`src/ais_defs.vh`:
```
// Constants for the analog input status link block
`ifndef AIS_DEFS_VH
`define AIS_DEFS_VH
// Link count and status link positions
`define AIS_NUM_CH 8
`define AIS_NUM_LINKS 10
`define AIS_LINK_COND 8
`define AIS_LINK_FAULT 9
// Per-channel flag positions inside a nibble
`define AIS_BIT_OPEN 0
`define AIS_BIT_OVER 1
`define AIS_BIT_UNDER 2
`define AIS_BIT_BADCFG 3
`define AIS_FLAGS_PER_CH 4
// Card fault bit positions
`define AIS_FLT_ADC 0
`define AIS_FLT_COMMS 1
`define AIS_FLT_WDOG 2
`define AIS_FLT_CAL 3
`define AIS_FLT_FW 4
`define AIS_FLT_USED 5
// Range codes
`define AIS_RANGE_W 3
`define AIS_RANGE_0_20MA 3'h0
`define AIS_RANGE_4_20MA 3'h1
`define AIS_RANGE_RTD3 3'h2
`define AIS_RANGE_RTD4 3'h3
// Current thresholds in microamps for the 4-20 mA wire break test
`define AIS_OPEN_SET_UA 32'h000007d0
`define AIS_OPEN_CLR_UA 32'h00000bb8
// Link period in microseconds
`define AIS_LINK_PERIOD_US 2000
`define AIS_CLK_MHZ 200
// Zero words
`define AIS_ZERO32 32'h00000000
`endif

```
`src/ais_status_links.v`:
```
// Analog input status and data link formation
// Functional notes
// - Channels 0..7 results go out on links one through eight in order.
// - Condition word on link nine, card fault word on link ten.
// - Each channel link carries a single-precision float measurement.
// - Both status links are 32-bit words with one flag per bit.
// - A channel result updates when that channel finishes an acquisition.
// - All links are sent to the host every 2 ms, continuously.
// - Condition word holds four status bits per channel.
// - Channel n uses bits 4n..4n+3: open, over, under, bad setup.
// - Wire break flag never sets in the 0-20 mA range.
// - In 4-20 mA range wire break sets below 2 mA.
// - Wire break clears above 3 mA, giving hysteresis, or when the channel is disabled or leaves the 4-20 mA range.
// - Over range flag follows value at or above range high limit.
// - Below range flag follows value at or below range low limit.
// - Invalid setup flag follows invalid channel configuration.
// - Invalid channel reports 0.0 until valid configuration arrives.
// - Resistive even channel makes adjacent odd channel config ignored.
// - Fault bit 0: converter communication error seen by analog processor.
// - Fault bit 1: communication with analog processor disrupted.
// - Fault bit 2: watchdog expired.
// - Fault bit 3: calibration data invalid.
// - Fault bit 4: firmware versions mismatch.
`timescale 1ns/1ps
`default_nettype none
`include "ais_defs.vh"

module ais_status_links
#(
  parameter PERIOD_CYCLES = `AIS_LINK_PERIOD_US * `AIS_CLK_MHZ
)
(
  input wire sys_clk,
  input wire resetn,
  // Acquisition results, one slot per channel
  input wire [`AIS_NUM_CH*32-1:0] acq_value,
  input wire [`AIS_NUM_CH*32-1:0] acq_current_ua,
  input wire [`AIS_NUM_CH-1:0] acq_done,
  input wire [`AIS_NUM_CH-1:0] acq_at_high,
  input wire [`AIS_NUM_CH-1:0] acq_at_low,
  input wire [`AIS_NUM_CH*`AIS_RANGE_W-1:0] cfg_range,
  input wire [`AIS_NUM_CH-1:0] cfg_invalid,
  // Card fault sources, asynchronous to this clock
  input wire adc_comm_error,
  input wire analog_cpu_lost,
  input wire software_timeout_fault,
  input wire cal_invalid,
  input wire fw_mismatch,
  // Outbound link stream
  output reg [31:0] outbound_link_word,
  output reg [3:0] outbound_link_index,
  output reg outbound_link_valid,
  output reg outbound_link_last,
  output reg [31:0] channel_condition_flags,
  output reg [31:0] card_fault_flags
);

  // ===========================================================
  // Channel state
  // Each channel keeps its own registers; these buses only gather them
  // Results sit packed, channel n at bits 32n and up
  localparam NIB = `AIS_FLAGS_PER_CH;
  wire [`AIS_NUM_CH*32-1:0] chan_result;
  wire [`AIS_NUM_CH-1:0] wire_break_flag;
  wire [`AIS_NUM_CH-1:0] over_range_flag;
  wire [`AIS_NUM_CH-1:0] below_range_flag;
  wire [`AIS_NUM_CH-1:0] invalid_setup_flag;
  wire [`AIS_NUM_CH-1:0] eff_invalid;
  wire [`AIS_NUM_CH-1:0] ignored;

  // Resistive 3/4-wire detect on an even channel
  function is_resistive;
    input [`AIS_RANGE_W-1:0] r;
    begin
      is_resistive = (r == `AIS_RANGE_RTD3) || (r == `AIS_RANGE_RTD4);
    end
  endfunction

  // Range code of one channel out of the packed setup bus
  function [`AIS_RANGE_W-1:0] range_of;
    input [`AIS_NUM_CH*`AIS_RANGE_W-1:0] bus;
    input integer ch;
    begin
      range_of = bus[ch*`AIS_RANGE_W +: `AIS_RANGE_W];
    end
  endfunction

  // ===========================================================
  // Per-channel result and condition flags
  genvar g;
  generate
    for (g = 0; g < `AIS_NUM_CH; g = g + 1)
    begin : gen_ch
      wire [`AIS_RANGE_W-1:0] rng;
      wire [31:0] cur;
      wire in_loop_range;
      wire cur_low;
      wire cur_high;
      reg [31:0] result;
      reg wire_break;
      reg over_range;
      reg below_range;
      reg invalid_setup;
      reg [31:0] next_result;
      reg next_wire_break;
      reg next_over_range;
      reg next_below_range;

      // Per-channel views of the packed buses
      assign rng = range_of(cfg_range, g);
      assign cur = acq_current_ua[g*32 +: 32];
      assign in_loop_range = (rng == `AIS_RANGE_4_20MA);
      assign cur_low = (cur < `AIS_OPEN_SET_UA);
      assign cur_high = (cur > `AIS_OPEN_CLR_UA);

      // Odd partner of a resistive even channel is ignored
      if (g % 2 == 1)
      begin : gen_odd
        assign ignored[g] = is_resistive(range_of(cfg_range, g - 1));
      end
      else
      begin : gen_even
        assign ignored[g] = 1'h0;
      end
      // A setup fault on an ignored channel is not reported
      assign eff_invalid[g] = cfg_invalid[g] & ~ignored[g];

      // Next result and flags; a disabled channel reads zero
      always @*
      begin
        next_result = result;
        next_wire_break = wire_break;
        next_over_range = over_range;
        next_below_range = below_range;
        if (eff_invalid[g] || ignored[g])
        begin
          next_result = `AIS_ZERO32;
          next_wire_break = 1'h0;
          next_over_range = 1'h0;
          next_below_range = 1'h0;
        end
        else
        begin
          if (acq_done[g])
          begin
            next_result = acq_value[g*32 +: 32];
            next_over_range = acq_at_high[g];
            next_below_range = acq_at_low[g];
          end
          // Wire break only in the 4-20 mA range, with hysteresis
          if (!in_loop_range)
            next_wire_break = 1'h0;
          else if (acq_done[g] && cur_low)
            next_wire_break = 1'h1;
          else if (acq_done[g] && cur_high)
            next_wire_break = 1'h0;
        end
      end

      // Channel result and flag registers
      always @(posedge sys_clk or negedge resetn)
      begin
        if (!resetn)
        begin
          result <= `AIS_ZERO32;
          wire_break <= 1'h0;
          over_range <= 1'h0;
          below_range <= 1'h0;
          invalid_setup <= 1'h0;
        end
        else
        begin
          result <= next_result;
          wire_break <= next_wire_break;
          over_range <= next_over_range;
          below_range <= next_below_range;
          invalid_setup <= eff_invalid[g];
        end
      end

      // Pack the channel into the shared buses
      assign chan_result[g*32 +: 32] = result;
      assign wire_break_flag[g] = wire_break;
      assign over_range_flag[g] = over_range;
      assign below_range_flag[g] = below_range;
      assign invalid_setup_flag[g] = invalid_setup;
    end
  endgenerate

  // ===========================================================
  // Fault input synchronisers
  reg [`AIS_FLT_USED-1:0] flt_meta;
  reg [`AIS_FLT_USED-1:0] flt_sync;
  wire [`AIS_FLT_USED-1:0] flt_raw;
  assign flt_raw = {fw_mismatch, cal_invalid, software_timeout_fault,
                    analog_cpu_lost, adc_comm_error};

  // Two-stage sync of card fault levels
  // Levels must stand one clock or more to be seen
  always @(posedge sys_clk or negedge resetn)
  begin
    if (!resetn)
    begin
      flt_meta <= {`AIS_FLT_USED{1'h0}};
      flt_sync <= {`AIS_FLT_USED{1'h0}};
    end
    else
    begin
      flt_meta <= flt_raw;
      flt_sync <= flt_meta;
    end
  end

  // ===========================================================
  // Status word assembly
  reg [31:0] next_cond;
  reg [31:0] next_fault;
  integer i;

  // Pack four flags per channel
  always @*
  begin
    next_cond = `AIS_ZERO32;
    // One nibble per channel, channel 0 lowest
    for (i = 0; i < `AIS_NUM_CH; i = i + 1)
    begin
      next_cond[NIB*i + `AIS_BIT_OPEN] = wire_break_flag[i];
      next_cond[NIB*i + `AIS_BIT_OVER] = over_range_flag[i];
      next_cond[NIB*i + `AIS_BIT_UNDER] = below_range_flag[i];
      next_cond[NIB*i + `AIS_BIT_BADCFG] = invalid_setup_flag[i];
    end
  end

  // Card fault word, unused bits held zero
  always @*
  begin
    next_fault = `AIS_ZERO32;
    next_fault[`AIS_FLT_ADC] = flt_sync[`AIS_FLT_ADC];
    next_fault[`AIS_FLT_COMMS] = flt_sync[`AIS_FLT_COMMS];
    next_fault[`AIS_FLT_WDOG] = flt_sync[`AIS_FLT_WDOG];
    next_fault[`AIS_FLT_CAL] = flt_sync[`AIS_FLT_CAL];
    next_fault[`AIS_FLT_FW] = flt_sync[`AIS_FLT_FW];
  end

  // Registered status words
  always @(posedge sys_clk or negedge resetn)
  begin
    if (!resetn)
    begin
      channel_condition_flags <= `AIS_ZERO32;
      card_fault_flags <= `AIS_ZERO32;
    end
    else
    begin
      channel_condition_flags <= next_cond;
      card_fault_flags <= next_fault;
    end
  end

  // ===========================================================
  // Link period timer and sender
  localparam ST_IDLE = 2'h1;
  localparam ST_SEND = 2'h2;
  reg [1:0] state;
  reg [31:0] tick_cnt;
  reg [3:0] link_idx;
  reg [31:0] next_word;
  wire period_tick;
  wire last_slot;
  assign period_tick = (tick_cnt == PERIOD_CYCLES - 1);
  // Slot counter has reached the card fault word
  assign last_slot = (link_idx == `AIS_NUM_LINKS - 1);

  // Free-running 2 ms divider
  always @(posedge sys_clk or negedge resetn)
  begin
    if (!resetn)
      tick_cnt <= `AIS_ZERO32;
    else if (period_tick)
      tick_cnt <= `AIS_ZERO32;
    else
      tick_cnt <= tick_cnt + 32'h00000001;
  end

  // Word selected for the current link slot
  // Words are read live; a result landing mid-burst goes out in that burst if its slot is still to come
  always @*
  begin
    if (link_idx == `AIS_LINK_COND)
      next_word = channel_condition_flags;
    else if (link_idx == `AIS_LINK_FAULT)
      next_word = card_fault_flags;
    else
      next_word = chan_result[link_idx[2:0]*32 +: 32];
  end

  // Send ten words in order each period
  always @(posedge sys_clk or negedge resetn)
  begin
    if (!resetn)
    begin
      state <= ST_IDLE;
      link_idx <= 4'h0;
      outbound_link_word <= `AIS_ZERO32;
      outbound_link_index <= 4'h0;
      outbound_link_valid <= 1'h0;
      outbound_link_last <= 1'h0;
    end
    else
    begin
      outbound_link_valid <= 1'h0;
      outbound_link_last <= 1'h0;
      case (state)
        ST_IDLE:
        begin
          link_idx <= 4'h0;
          if (period_tick)
            state <= ST_SEND;
        end
        ST_SEND:
        begin
          // One word per clock, the two status words last
          outbound_link_word <= next_word;
          outbound_link_index <= link_idx;
          outbound_link_valid <= 1'h1;
          if (last_slot)
          begin
            outbound_link_last <= 1'h1;
            state <= ST_IDLE;
          end
          else
            link_idx <= link_idx + 4'h1;
        end
        default:
          state <= ST_IDLE;
      endcase
    end
  end

endmodule
`default_nettype wire

```
`config.mk`:
```
export PLATFORM = sky130hd
export DESIGN_NAME = ais_status_links
export DESIGN_NICKNAME = d
export VERILOG_FILES = /design/src/ais_status_links.v
export VERILOG_INCLUDE_DIRS = /design/src
export SDC_FILE = /design/constraint.sdc
export NUM_CORES = 1
export LEC_CHECK = 0
export BUFFER_PORTS_ARGS = -buffer_cell sky130_fd_sc_hd__buf_2
export CORE_AREA = 2 2 266 268
export CTS_CLUSTER_DIAMETER = 40
export DETAILED_ROUTE_END_ITERATION = 16
export DIE_AREA = 0 0 268 270
export SETUP_SLACK_MARGIN = 0.1
export SLEW_MARGIN = 20
export SYNTH_ARGS = -nofsm -noshare
export SYNTH_HDL_FRONTEND = slang
export SYNTH_SLANG_ARGS = --single-unit
```
`constraint.sdc`:
```
create_clock -name sys_clk -period 3.3 [get_ports sys_clk]
set_input_delay 0.66 -clock sys_clk [delete_from_list [all_inputs] [get_ports sys_clk]]
set_output_delay 0.66 -clock sys_clk [all_outputs]
set_load 0.005 [all_outputs]
```
==> metrics.md, run 1 <==
| Metric | Value |
|---|---|
| Synth top area share | `53.0%` |
| Detail Placement HPWL | `57.6 mm` |
| Clock root buffer | `clkbuf_16` |
| Max Fclk | `404 MHz` |
| Antenna Violating Nets Remaining | `0` |
| Post-Syn Area | `0.0193 sq mm` |
| Clock share of power | `58.0%` |
| Pleak | `0.0133 uW` |
| Initial Util | `27.8%` |
| Dpl cells | `3,299` |
| Asr flop ratio synth | `100%` |
| Core area | `0.0695 sq mm` |
| Syn Area/Cell | `10.8 sq um` |
| Cts repair resizes | `0` |
| Fin. Hold Viols | `0` |
| Die Y | `270 um` |
| First-pass GRT wire length | `114 mm` |
| Register bit total from synthesis | `411` |
| CTS tree | `done` |
| Final nets | `3,028` |
| CTS Sinks | `411` |
| Power Internal | `12,000 uW` |
| Yosys top cell by area | `dfrtp_1` |
| Minimum clock period | `2.48 ns` |
| Largest net degree at the start of global routing | `75` |
| Routability Congestion | `0.841` |
| Post-Layout Cell Count | `3,464` |
| Number of cells produced by synthesis | `1,787` |
| Tightest hold margin | `0.0385 ns` |
| Total die area | `0.0724 sq mm` |
| Worst skew pair latency | `0.62 ns` |
| EDFF count, synth | `0` |
| Sequential share of power | `33.9%` |
| Num CTS Buffers | `88` |
| DRT iter0 DRCs | `1,196` |
| DR WL/cell | `22.9 um` |
| Setup Fix Bufs, Post-CTS | `0` |
| Clk slew on worst S/H paths | `0.04 ns` |
| Remaining DRCs | `0` |
| Pins over their slew limit | `0` |
| DP Worst Slack | `0.802 ns` |
| Switching power total | `3910 uW` |
| # Max-Cap Violations | `0` |
| Aggregate global-route resource usage | `21.5%` |
| Vias | `16,800` |
| DRT Wirelength | `79.2 mm` |
| Worst min path class | `primary input to async pin` |
| Vias in the first global route | `17,200` |
| Vias per cell | `4.86` |
| Unique masters post-synth | `60` |
| Switching share of total power | `24.6%` |
| Port Buffers | `649` |
| Pre-antenna DRT Iters | `5` |
| CTS H-tree depth | `3` |
| CP arrival | `3.00 ns` |
| Clock buffer depth | `3` |
| Crit path max fanout | `37` |
| WS Path Type | `register to register` |
| Pwr Density | `593 mW/mm^2` |
| Row count | `97` |
| CP required | `3.82 ns` |
| Io pins | `677` |
| Fin crit share | `75.0%` |
| Area growth, synth to finish | `38.5%` |
| Ys flop type | `dfrtp_1` |
| Status | `finished, final reports clean` |
| Synth warnings | `0` |
| Die Span X | `268 um` |
| Maximum VDD drop | `0.359 mV` |
| Seq/Total Area, Yosys | `53.2%` |
| Gr ovfl total | `0` |
| Final setup fails | `0` |
| Layout cell share with drive strength beyond 1 | `35.9%` |
| Least-Margin Pin Slew | `1.11 ns` |
| Final WS setup | `0.824 ns` |
| Logic pwr share | `8.1%` |
| CP endpoint kind | `register` |
| Setup_tns | `0 ns` |
| CP startpoint kind | `register` |
| Largest cells by area after synthesis | `dfrtp_1, mux2i_1, nor2_1` |
| Initial antenna violation count | `15` |
| Worst Skew | `0.0221 ns` |
| # hold bufs at CTS | `0` |
| Slew headroom | `25.9%` |
| RSZ-0062 raised after global routing | `false` |
flip-flops by register name, summed over array words and instances (netlist names):
| signal | flops |
|---|---|
| card_fault_flags | 5 |
| channel_condition_flags | 32 |
| flt_meta | 5 |
| flt_sync | 5 |
| gen_ch.below_range | 8 |
| gen_ch.invalid_setup | 8 |
| gen_ch.over_range | 8 |
| gen_ch.result | 256 |
| gen_ch.wire_break | 8 |
| link_idx | 4 |
| outbound_link_index | 4 |
| outbound_link_last | 1 |
| outbound_link_valid | 1 |
| outbound_link_word | 32 |
| state | 2 |
| tick_cnt | 32 |
worst max-delay path, cell delays in order, from the launching register on:
cell and delay, ns:
dfrtp_1 0.50, nand2b_4 0.08, inv_2 0.69, nand2_2 0.54, buf_12 0.34, o22ai_1 0.18
cell families after synthesis:
kind of cell    Yosys count  share of synthesized area (%)
compound gates          244                           8.05
mux                     367                           19.8
xor+xnor                 24                           1.09
other cells               1                         0.0194
simple gates            579                           13.9
buf+inv                 157                           3.71
fa+ha+maj                 4                          0.259
flops                   411                           53.2
synth_stat cells (all sizes together), types with 27 or more instances:
cell type and n:
mux2 27, a21oi 70, nor2 324, mux2i 330, a32oi 27, nand2 71, nor2b 30, o21ai 48
dfrtp 410, o22ai 32, buf 59, clkbuf 87, nor4 46, a211oi 32
routing by layer:
| metal | up-vias | track usage [%] | share of wire (%) |
|---|---|---|---|
| met5 | - | 0 | 0.090 |
| met1 | 8226 | 27.3 | 42 |
| met3 | 138 | 4.91 | 7.2 |
| li1 | 7711 | - | - |
| met4 | 10 | 7.03 | 2.8 |
| met2 | 738 | 36.1 | 48 |
power by group through the flow:
stage               clock network [uW]  registers (uW)  logic [uW]
finish                            9220            5400        1280
global route                      9610            5410        1410
CTS                               9380            5400        1300
detailed placement                   0            5470        1290
global placement                     0            5470        1280
floorplan                            0            5410         562
placed cells by master (no fill, tap or decap), drive strengths merged, types with 11 or more instances in the layout:
master / count
clkbuf: 112
nand4: 11
nand3: 21
nor2: 324
mux2i: 330
and3: 11
mux2: 27
a21oi: 70
nand2: 71
nor2b: 30
a32oi: 27
xnor2: 15
bufinv: 12
a211oi: 32
buf: 692
inv: 22
o21ai: 48
clkinv: 18
dfrtp: 410
nor4b: 12
nor3: 14
o22ai: 32
nor4: 46
conb: 27
layout make-up:
class / count / area, sq um
Clock inverter: 50 / 686
Inverter: 11 / 41.3
Tap cell: 940 / 1180
Timing Repair Buffer: 692 / 3700
Sequential cell: 411 / 10300
Antenna cell: 3 / 7.51
Clock buffer: 112 / 2410
Multi-Input combinational cell: 1245 / 8460
Fill cell: 7002 / 42800
worst paths after layout:
kind	start	to	slack (ns)	cells past startpoint
setup / recovery	state[1]	outbound_link_word[16]	0.82	5
hold / removal	resetn	channel_condition_flags[17]	0.04	1
setup reg to reg	state[1]	outbound_link_word[16]	0.82	5
hold reg to reg	gen_ch[5].invalid_setup	channel_condition_flags[23]	0.34	0
max in group asynchronous	resetn	channel_condition_flags[20]	2.35	2
min in group sys_clk	analog_cpu_lost	flt_meta[1]	0.15	1
metrics by stage:
stage	util, %	total power [uW]	instance area, sq um
finish	38.5	15900	26800
global route	38.5	16400	26800
CTS	38.5	16100	26800
detailed placement	34.1	6770	23700
global placement	34.1	6760	23700
floorplan	-	5970	19400
No activity file was read; power rests on OpenSTA's default activity.
==> run 2, diff against run 1 <==
--- a/config.mk
+++ b/config.mk
@@ -6,11 +6,12 @@
 export SDC_FILE = /design/constraint.sdc
 export NUM_CORES = 1
 export LEC_CHECK = 0
+export ABC_AREA = 1
 export BUFFER_PORTS_ARGS = -buffer_cell sky130_fd_sc_hd__buf_2
-export CORE_AREA = 2 2 266 268
+export CORE_AREA = 2 2 264 266
 export CTS_CLUSTER_DIAMETER = 40
 export DETAILED_ROUTE_END_ITERATION = 16
-export DIE_AREA = 0 0 268 270
+export DIE_AREA = 0 0 266 268
 export SETUP_SLACK_MARGIN = 0.1
 export SLEW_MARGIN = 20
 export SYNTH_ARGS = -nofsm -noshare
==> constraint.sdc (replaced) <==
create_clock -name sys_clk -period 2.3 [get_ports sys_clk]
set_input_delay 0.46 -clock sys_clk [delete_from_list [all_inputs] [get_ports sys_clk]]
set_output_delay 0.46 -clock sys_clk [all_outputs]
set_load 0.005 [all_outputs]
==> run 2 against run 1 <==
Compared with the run above: wire length grew 16%; clock skew rose by 0.0076 ns; sequential power up 43%; count of clock-buffer cells in the layout down 24; fmax increased by 28%; register-to-register slack worse by 0.45 ns; synthesized cell count up 58%; via count is 29% higher.
==> metrics.md, run 2 <==
| Metric | Value |
|---|---|
| Synth top area share | `47.9% (-5.1 points)` |
| Clock root buffer | `clkbuf_16` |
| Remaining DRCs | `0 (unchanged)` |
| Crit-path max cell delay | `0.64 ns (-0.05 ns)` |
| Max Fclk | `518 MHz (+28%)` |
| # Max-Cap Violations | `0 (unchanged)` |
| HP Start | `acq_value[245]` |
| WS Path Type | `register to register` |
| DRT Wirelength | `91.7 mm (+16%)` |
| Total die area | `0.0713 sq mm (-1.5%)` |
| Routability Congestion | `0.934 (+11%)` |
| Yosys top cell by area | `dfrtp_1` |
| Core area | `0.0682 sq mm (-1.9%)` |
| Largest net degree at the start of global routing | `131 (+75%)` |
| Most common cell in the netlist | `nand3_1` |
| CTS tree | `done` |
| Final WS setup | `0.369 ns (-0.454 ns)` |
| Slowest library cell on the worst path | `buf_6` |
| Bufs and invs on worst path | `1 (-1)` |
| R2R cell count | `6 (+1)` |
| Setup_tns | `0 ns (unchanged)` |
| Vias in the first global route | `21,000 (+22%)` |
| Critical-path cell list | `buf_6 -> a21oi_1 -> o21ai_1 -> nand3_1 -> nand3_1 -> a21oi_1` |
| Pwr Density | `742 mW/mm^2 (+25%)` |
| Delay-heaviest family, CP | `buffers and inverters` |
| Ys flop type | `dfrtp_1` |
| EDFF count, synth | `0 (unchanged)` |
| Crit path max fanout | `127 (+240%)` |
| Worst r2r dst | `outbound_link_word[3]` |
| Fin. Hold Viols | `0 (unchanged)` |
| Io pins | `677 (unchanged)` |
| Most common cell after layout, fill and taps aside | `buf_2` |
| Final setup fails | `0 (unchanged)` |
| Unique masters post-synth | `40 (-33%)` |
| Antenna Violating Nets Remaining | `0 (unchanged)` |
| Area growth, synth to finish | `31.5%` |
| Core Util, Final | `41.3% (+2.8 points)` |
| CP startpoint kind | `register` |
| Largest reg by FF count | `gen_ch.result` |
| Asr flop ratio synth | `100% (unchanged)` |
| Synth cell count leaders | `nand3_1, inv_1, dfrtp_1` |
| Row count | `96 (-1.0%)` |
| Pleak | `0.0140 uW (+4.7%)` |
| CP required | `2.79 ns (-1.03 ns)` |
| Hold Path End | `gen_ch[7].result[21]` |
| Largest cells by area after synthesis | `dfrtp_1, nand3_1, inv_1` |
| First-pass GRT wire length | `133 mm (+17%)` |
| Initial Util | `31.4% (+3.6 points)` |
| RSZ-0062 raised after global routing | `false` |
| CTS H-tree depth | `3 (unchanged)` |
| CTS Sinks | `411 (unchanged)` |
| Most frequent cells in the layout | `buf_2, nand3_1, inv_1` |
| Post-Syn Area | `0.0214 sq mm (+11%)` |
| Clock buffer depth | `3 (unchanged)` |
| CP arrival | `2.42 ns (-0.58 ns)` |
| Fin crit share | `83.9% (+8.9 points)` |
| Initial antenna violation count | `15 (unchanged)` |
| DP Worst Slack | `0.176 ns (-0.627 ns)` |
| Minimum clock period | `1.93 ns (-0.546 ns)` |
| Detail Placement HPWL | `72.3 mm (+26%)` |
| Slew headroom | `45.0% (+19 points)` |
| Least-Margin Pin Slew | `0.826 ns (-0.286 ns)` |
| Num CTS Buffers | `76 (-14%)` |
| DR WL/cell | `20.9 um (-8.7%)` |
| CP endpoint kind | `register` |
| Gr ovfl total | `0 (unchanged)` |
| Register bit total from synthesis | `411 (unchanged)` |
| Seq/Total Area, Yosys | `48.0% (-5.2 points)` |
| Vias per cell | `4.93 (+1.4%)` |
| Port Buffers | `649 (unchanged)` |
| Post-detailed-placement cell area | `0.0255 sq mm (+7.6%)` |
| Max FFs per register | `256 (unchanged)` |
| Die Y | `268 um (-0.74%)` |
| Status | `finished, final reports clean` |
| Worst setup path startpoint | `link_idx[0]` |
| DRT iter0 DRCs | `2,015 (+68%)` |
| Worst min path class | `primary input to register` |
| R2r setup slk | `0.37 ns (-0.45 ns)` |
| Clk slew on worst S/H paths | `0.06 ns (+0.02 ns)` |
| Pre-antenna DRT Iters | `5 (unchanged)` |
| Syn Area/Cell | `7.61 sq um (-30%)` |
| Maximum VDD drop | `0.469 mV (+30%)` |
| Final nets | `4,023 (+33%)` |
| Synth warnings | `0 (unchanged)` |
| Worst skew pair latency | `0.62 ns (about the same)` |
| Aggregate global-route resource usage | `25.1% (+3.6 points)` |
| Worst Skew | `0.0297 ns (+0.00756 ns)` |
| Number of cells produced by synthesis | `2,816 (+58%)` |
| Layout cell share with drive strength beyond 1 | `24.6% (-11 points)` |
| Die Span X | `266 um (-0.75%)` |
| Reg2reg start | `link_idx[0]` |
| Design Area, Final | `0.0282 sq mm (+5.1%)` |
| WHS Path Cells | `3` |
| Pins over their slew limit | `0 (unchanged)` |
| Vias | `21,600 (+29%)` |
| Setup Fix Bufs, Post-CTS | `0 (unchanged)` |
[run 2: cell families (layout without fill, tap and decap cells)]
group / after synthesis / after routing / share of synthesized area, %
buf+inv: 624 / 1284 / 12.3
fa+ha+maj: 4 / 4 / 0.234
simple gates: 1231 / 1231 / 25.5
flops: 411 / 411 / 48.0
other cells: 1 / 34 / 0.0175
compound gates: 525 / 525 / 13.1
xor+xnor: 20 / 20 / 0.818
[run 2: layer usage]
metal	up-vias	routed length (um)	track usage, %
met5	-	53	0
met4	10	3220	9.25
met3	141	6250	5.19
met2	847	42500	40.1
met1	10300	39700	33.7
li1	10400	-	-
[run 2: worst max-delay path by stage]
stage | endpoint | slack (ns) | depth (start not counted)
floorplan | outbound_link_word[1] | 0.35 | 12
global placement | gen_ch[6].wire_break | 0.23 | 6
detailed placement | outbound_link_word[3] | 0.18 | 6
CTS | outbound_link_word[3] | 0.18 | 6
global route | outbound_link_word[0] | 0.23 | 6
finish | outbound_link_word[3] | 0.37 | 6
[run 2: timing repair]
item,4_1_cts,5_1_grt
hold buffers,8,0
gates resized for setup,0,0
hold endpoints to repair,33,0
[run 2: report_power, final]
group	switching, uW	total (uW)	internal [uW]
Combinational	1180	1890	706
Clock	4130	11300	7160
Sequential	183	7720	7530
Total	5490	20900	15400
[run 2: layout make-up]
type | count | area (sq um)
timing repair buffer | 708 | 3870
tap | 882 | 1100
antenna | 7 | 17.5
multi-input combinational | 1807 | 8640
clock inverter | 48 | 571
clock buffer | 88 | 2010
fill | 7073 | 40100
sequential | 411 | 10300
inverter | 440 | 1650
[run 2: tightest hold or removal path, delay by kind of cell]
kind	cells	cell delay (ns)
AOI/OAI and AO/OA	1	0.06
buffers and inverters	1	0.08
and+or+nand+nor	1	0.06
[run 2: per-stage QoR]
| step | hold slack [ns] | std cells | power (uW) |
|---|---|---|---|
| floorplan | 0.164 | 2842 | 8490 |
| global placement | 0.331 | 4240 | 9700 |
| detailed placement | 0.335 | 4240 | 9710 |
| CTS | 0.0529 | 4384 | 21100 |
| global route | 0.0709 | 4388 | 21600 |
| finish | 0.0732 | 4391 | 20900 |
==> run 3, diff against run 2 <==
==> constraint.sdc (replaced) <==
create_clock -name sys_clk -period 1.8 [get_ports sys_clk]
set_input_delay 0.36 -clock sys_clk [delete_from_list [all_inputs] [get_ports sys_clk]]
set_output_delay 0.36 -clock sys_clk [all_outputs]
set_load 0.005 [all_outputs]
==> run 3 against run 2 <==
Compared with the run above: register-to-register slack worse by 0.28 ns; combinational power increased by 43%; wire length grew 2.6%; first-iteration DRC count down 15%; setup slack lost 0.28 ns; die area unchanged; non-clock buffer count rose by 185; sequential cell count stayed put; via count up 3.4%; clock power increased by 35%; final area rose by 8.0%.
==> metrics.md, run 3 (synthesis results as in run 2) <==
| Metric | Value |
|---|---|
| CP arrival | `2.20 ns (-0.22 ns)` |
| Core area | `0.0682 sq mm (unchanged)` |
| Sequential share of power | `35.6% (-1.3 points)` |
| # Max-Cap Violations | `0 (unchanged)` |
| Clk slew on worst S/H paths | `0.05 ns (about the same)` |
| Most frequent cells in the layout | `buf_2, nand3_1, inv_1` |
| Final WS setup | `0.0858 ns (-0.284 ns)` |
| Sequential cell area | `0.0103 sq mm (about the same)` |
| WS Path Type | `register to register` |
| Clock root buffer | `clkbuf_16` |
| DP Worst Slack | `-0.131 ns (-0.307 ns)` |
| CP required | `2.28 ns (-0.51 ns)` |
| Initial Util | `31.4% (unchanged)` |
| Port Buffers | `649 (unchanged)` |
| Vias | `22,400 (+3.4%)` |
| Aggregate global-route resource usage | `25.5% (+0.40 points)` |
| Num CTS Buffers | `79 (+3.9%)` |
| Design Area, Final | `0.0304 sq mm (+8.0%)` |
| Antenna Violating Nets Remaining | `0 (unchanged)` |
| Worst min path class | `primary input to register` |
| Layout cell share with drive strength beyond 1 | `25.4% (+0.74 points)` |
| Initial antenna violation count | `8 (-7)` |
| Vias in the first global route | `21,900 (+4.5%)` |
| Pins over their slew limit | `0 (unchanged)` |
| Max FFs per register | `256 (unchanged)` |
| Crit path max fanout | `23 (-82%)` |
| Minimum clock period | `1.71 ns (-0.216 ns)` |
| DR WL/cell | `20.5 um (-1.7%)` |
| Switching share of total power | `25.8% (-0.47 points)` |
| DRT iter0 DRCs | `1,718 (-15%)` |
| Fin. Hold Viols | `0 (unchanged)` |
| Power Internal | `20,600 uW (+34%)` |
| Worst skew pair latency | `0.61 ns (about the same)` |
| Total die area | `0.0713 sq mm (unchanged)` |
| Detail Placement HPWL | `73.7 mm (+1.9%)` |
| Worst Skew | `0.0235 ns (-0.00617 ns)` |
| Pwr Density | `913 mW/mm^2 (+23%)` |
| Status | `finished, final reports clean` |
| Final setup fails | `0 (unchanged)` |
| Switching power total | `7160 uW (+30%)` |
| Gr ovfl total | `0 (unchanged)` |
| WHS Path Cells | `3 (unchanged)` |
| Pre-antenna DRT Iters | `7 (+2)` |
| CTS tree | `done` |
| DRT Wirelength | `94.1 mm (+2.6%)` |
| Remaining DRCs | `0 (unchanged)` |
| Io pins | `677 (unchanged)` |
| Least-Margin Pin Slew | `0.739 ns (-0.0865 ns)` |
| Area growth, synth to finish | `41.9%` |
| Vias per cell | `4.88 (-0.91%)` |
| Setup_tns | `0 ns (unchanged)` |
| Die Y | `268 um (unchanged)` |
| Fill cells | `6,916 (-2.2%)` |
| Fin crit share | `95.2% (+11 points)` |
| RSZ-0062 raised after global routing | `true` |
| CTS H-tree depth | `3 (unchanged)` |
| Multi-input gate area | `0.00872 sq mm (+0.99%)` |
| Largest net degree at the start of global routing | `88 (-33%)` |
| Row count | `96 (unchanged)` |
| Maximum VDD drop | `0.672 mV (+43%)` |
| R2R cell count | `6 (unchanged)` |
| Clock share of power | `54.7% (+0.7 points)` |
| Clock buffer depth | `3 (unchanged)` |
| Most common cell after layout, fill and taps aside | `buf_2` |
| CTS Sinks | `411 (unchanged)` |
| Slew headroom | `50.7% (+5.8 points)` |
| Die Span X | `266 um (unchanged)` |
| Post-detailed-placement cell area | `0.0259 sq mm (+1.7%)` |
| Logic pwr share | `9.7% (+0.7 points)` |
| Final nets | `4,211 (+4.7%)` |
| CP startpoint kind | `register` |
| CP endpoint kind | `register` |
| Largest reg by FF count | `gen_ch.result` |
| Routability Congestion | `0.920 (-1.5%)` |
| First-pass GRT wire length | `136 mm (+2.5%)` |
| Max Fclk | `583 MHz (+13%)` |
| Pleak | `0.0150 uW (+7.2%)` |
## run 3: cell count changes in the layout (fill, tap and decap cells not counted), sizes merged
cell / before / now
clkinv: 23 / 27
dlygate4sd3: 8 / 139
inv: 450 / 447
diode: 7 / 5
bufbuf: 0 / 1
clkbuf: 88 / 101
buf: 700 / 748
clkinvlp: 8 / 6
bufinv: 7 / 8
## run 3: power groups by stage
stage	clock network, uW	logic [uW]	registers [uW]
6_report	15200	2700	9880
5_1_grt	15800	2990	9900
4_1_cts	15400	2710	9870
3_5_place_dp	0	2430	10000
3_3_place_gp	0	2420	10000
2_1_floorplan	0	951	9900
## run 3: path summary, 6_finish.rpt
path | to | start | slack, ns
min | gen_ch[0].result[19] | acq_value[19] | 0.01
min in group asynchronous | flt_meta[4] | resetn | 0.32
max reg2reg | outbound_link_word[26] | link_idx[0] | 0.09
max | outbound_link_word[26] | link_idx[0] | 0.09
max in group asynchronous | tick_cnt[1] | resetn | 0.80
min reg2reg | channel_condition_flags[27] | gen_ch[6].invalid_setup | 0.34
## run 3: layer usage
| metal | track usage [%] | share of wire, % | vias up |
|---|---|---|---|
| met5 | 0 | 0.029 | - |
| met4 | 8.43 | 3.1 | 4 |
| met3 | 5.50 | 6.7 | 149 |
| met2 | 41.2 | 47 | 775 |
| met1 | 34.1 | 44 | 10700 |
| li1 | - | - | 10800 |
## run 3: timing repair
action / 4_1_cts / 5_1_grt
pin swaps: 1 / 10
hold buffers: 139 / 0
setup endpoints to repair: 33 / 30
endpoints found under the hold margin: 174 / 0
buffers inserted: 0 / 7
cloned: 1 / 4
resized for setup: 6 / 25
## run 3: metrics by stage
step	cells	hold slack [ns]	utilization (%)	power (uW)
detailed placement	4282	0.335	38.0	12500
floorplan	2842	0.0644	-	10800
finish	4582	0.0147	44.6	27800
global route	4579	0.00758	44.5	28700
CTS	4566	0.000463	44.1	28000
global placement	4282	0.331	38.0	12400
## run 3: critical path, stage by stage (launching register included)
cell      delay, ns
dfrtp_4        0.48
buf_12         0.16
buf_16         0.16
o211ai_1       0.42
nand3_1        0.19
nand3_1        0.10
a21oi_1        0.06
## run 3: final cells by class
| cell class | count | share of cell area (%) |
|---|---|---|
| antenna | 5 | 0.0412 |
| clock buffer | 96 | 7.12 |
| clock inverter | 48 | 1.89 |
| inverter | 440 | 5.45 |
| multi-input combinational | 1807 | 28.7 |
| sequential | 411 | 33.9 |
| tap | 882 | 3.63 |
| timing repair buffer | 893 | 19.3 |
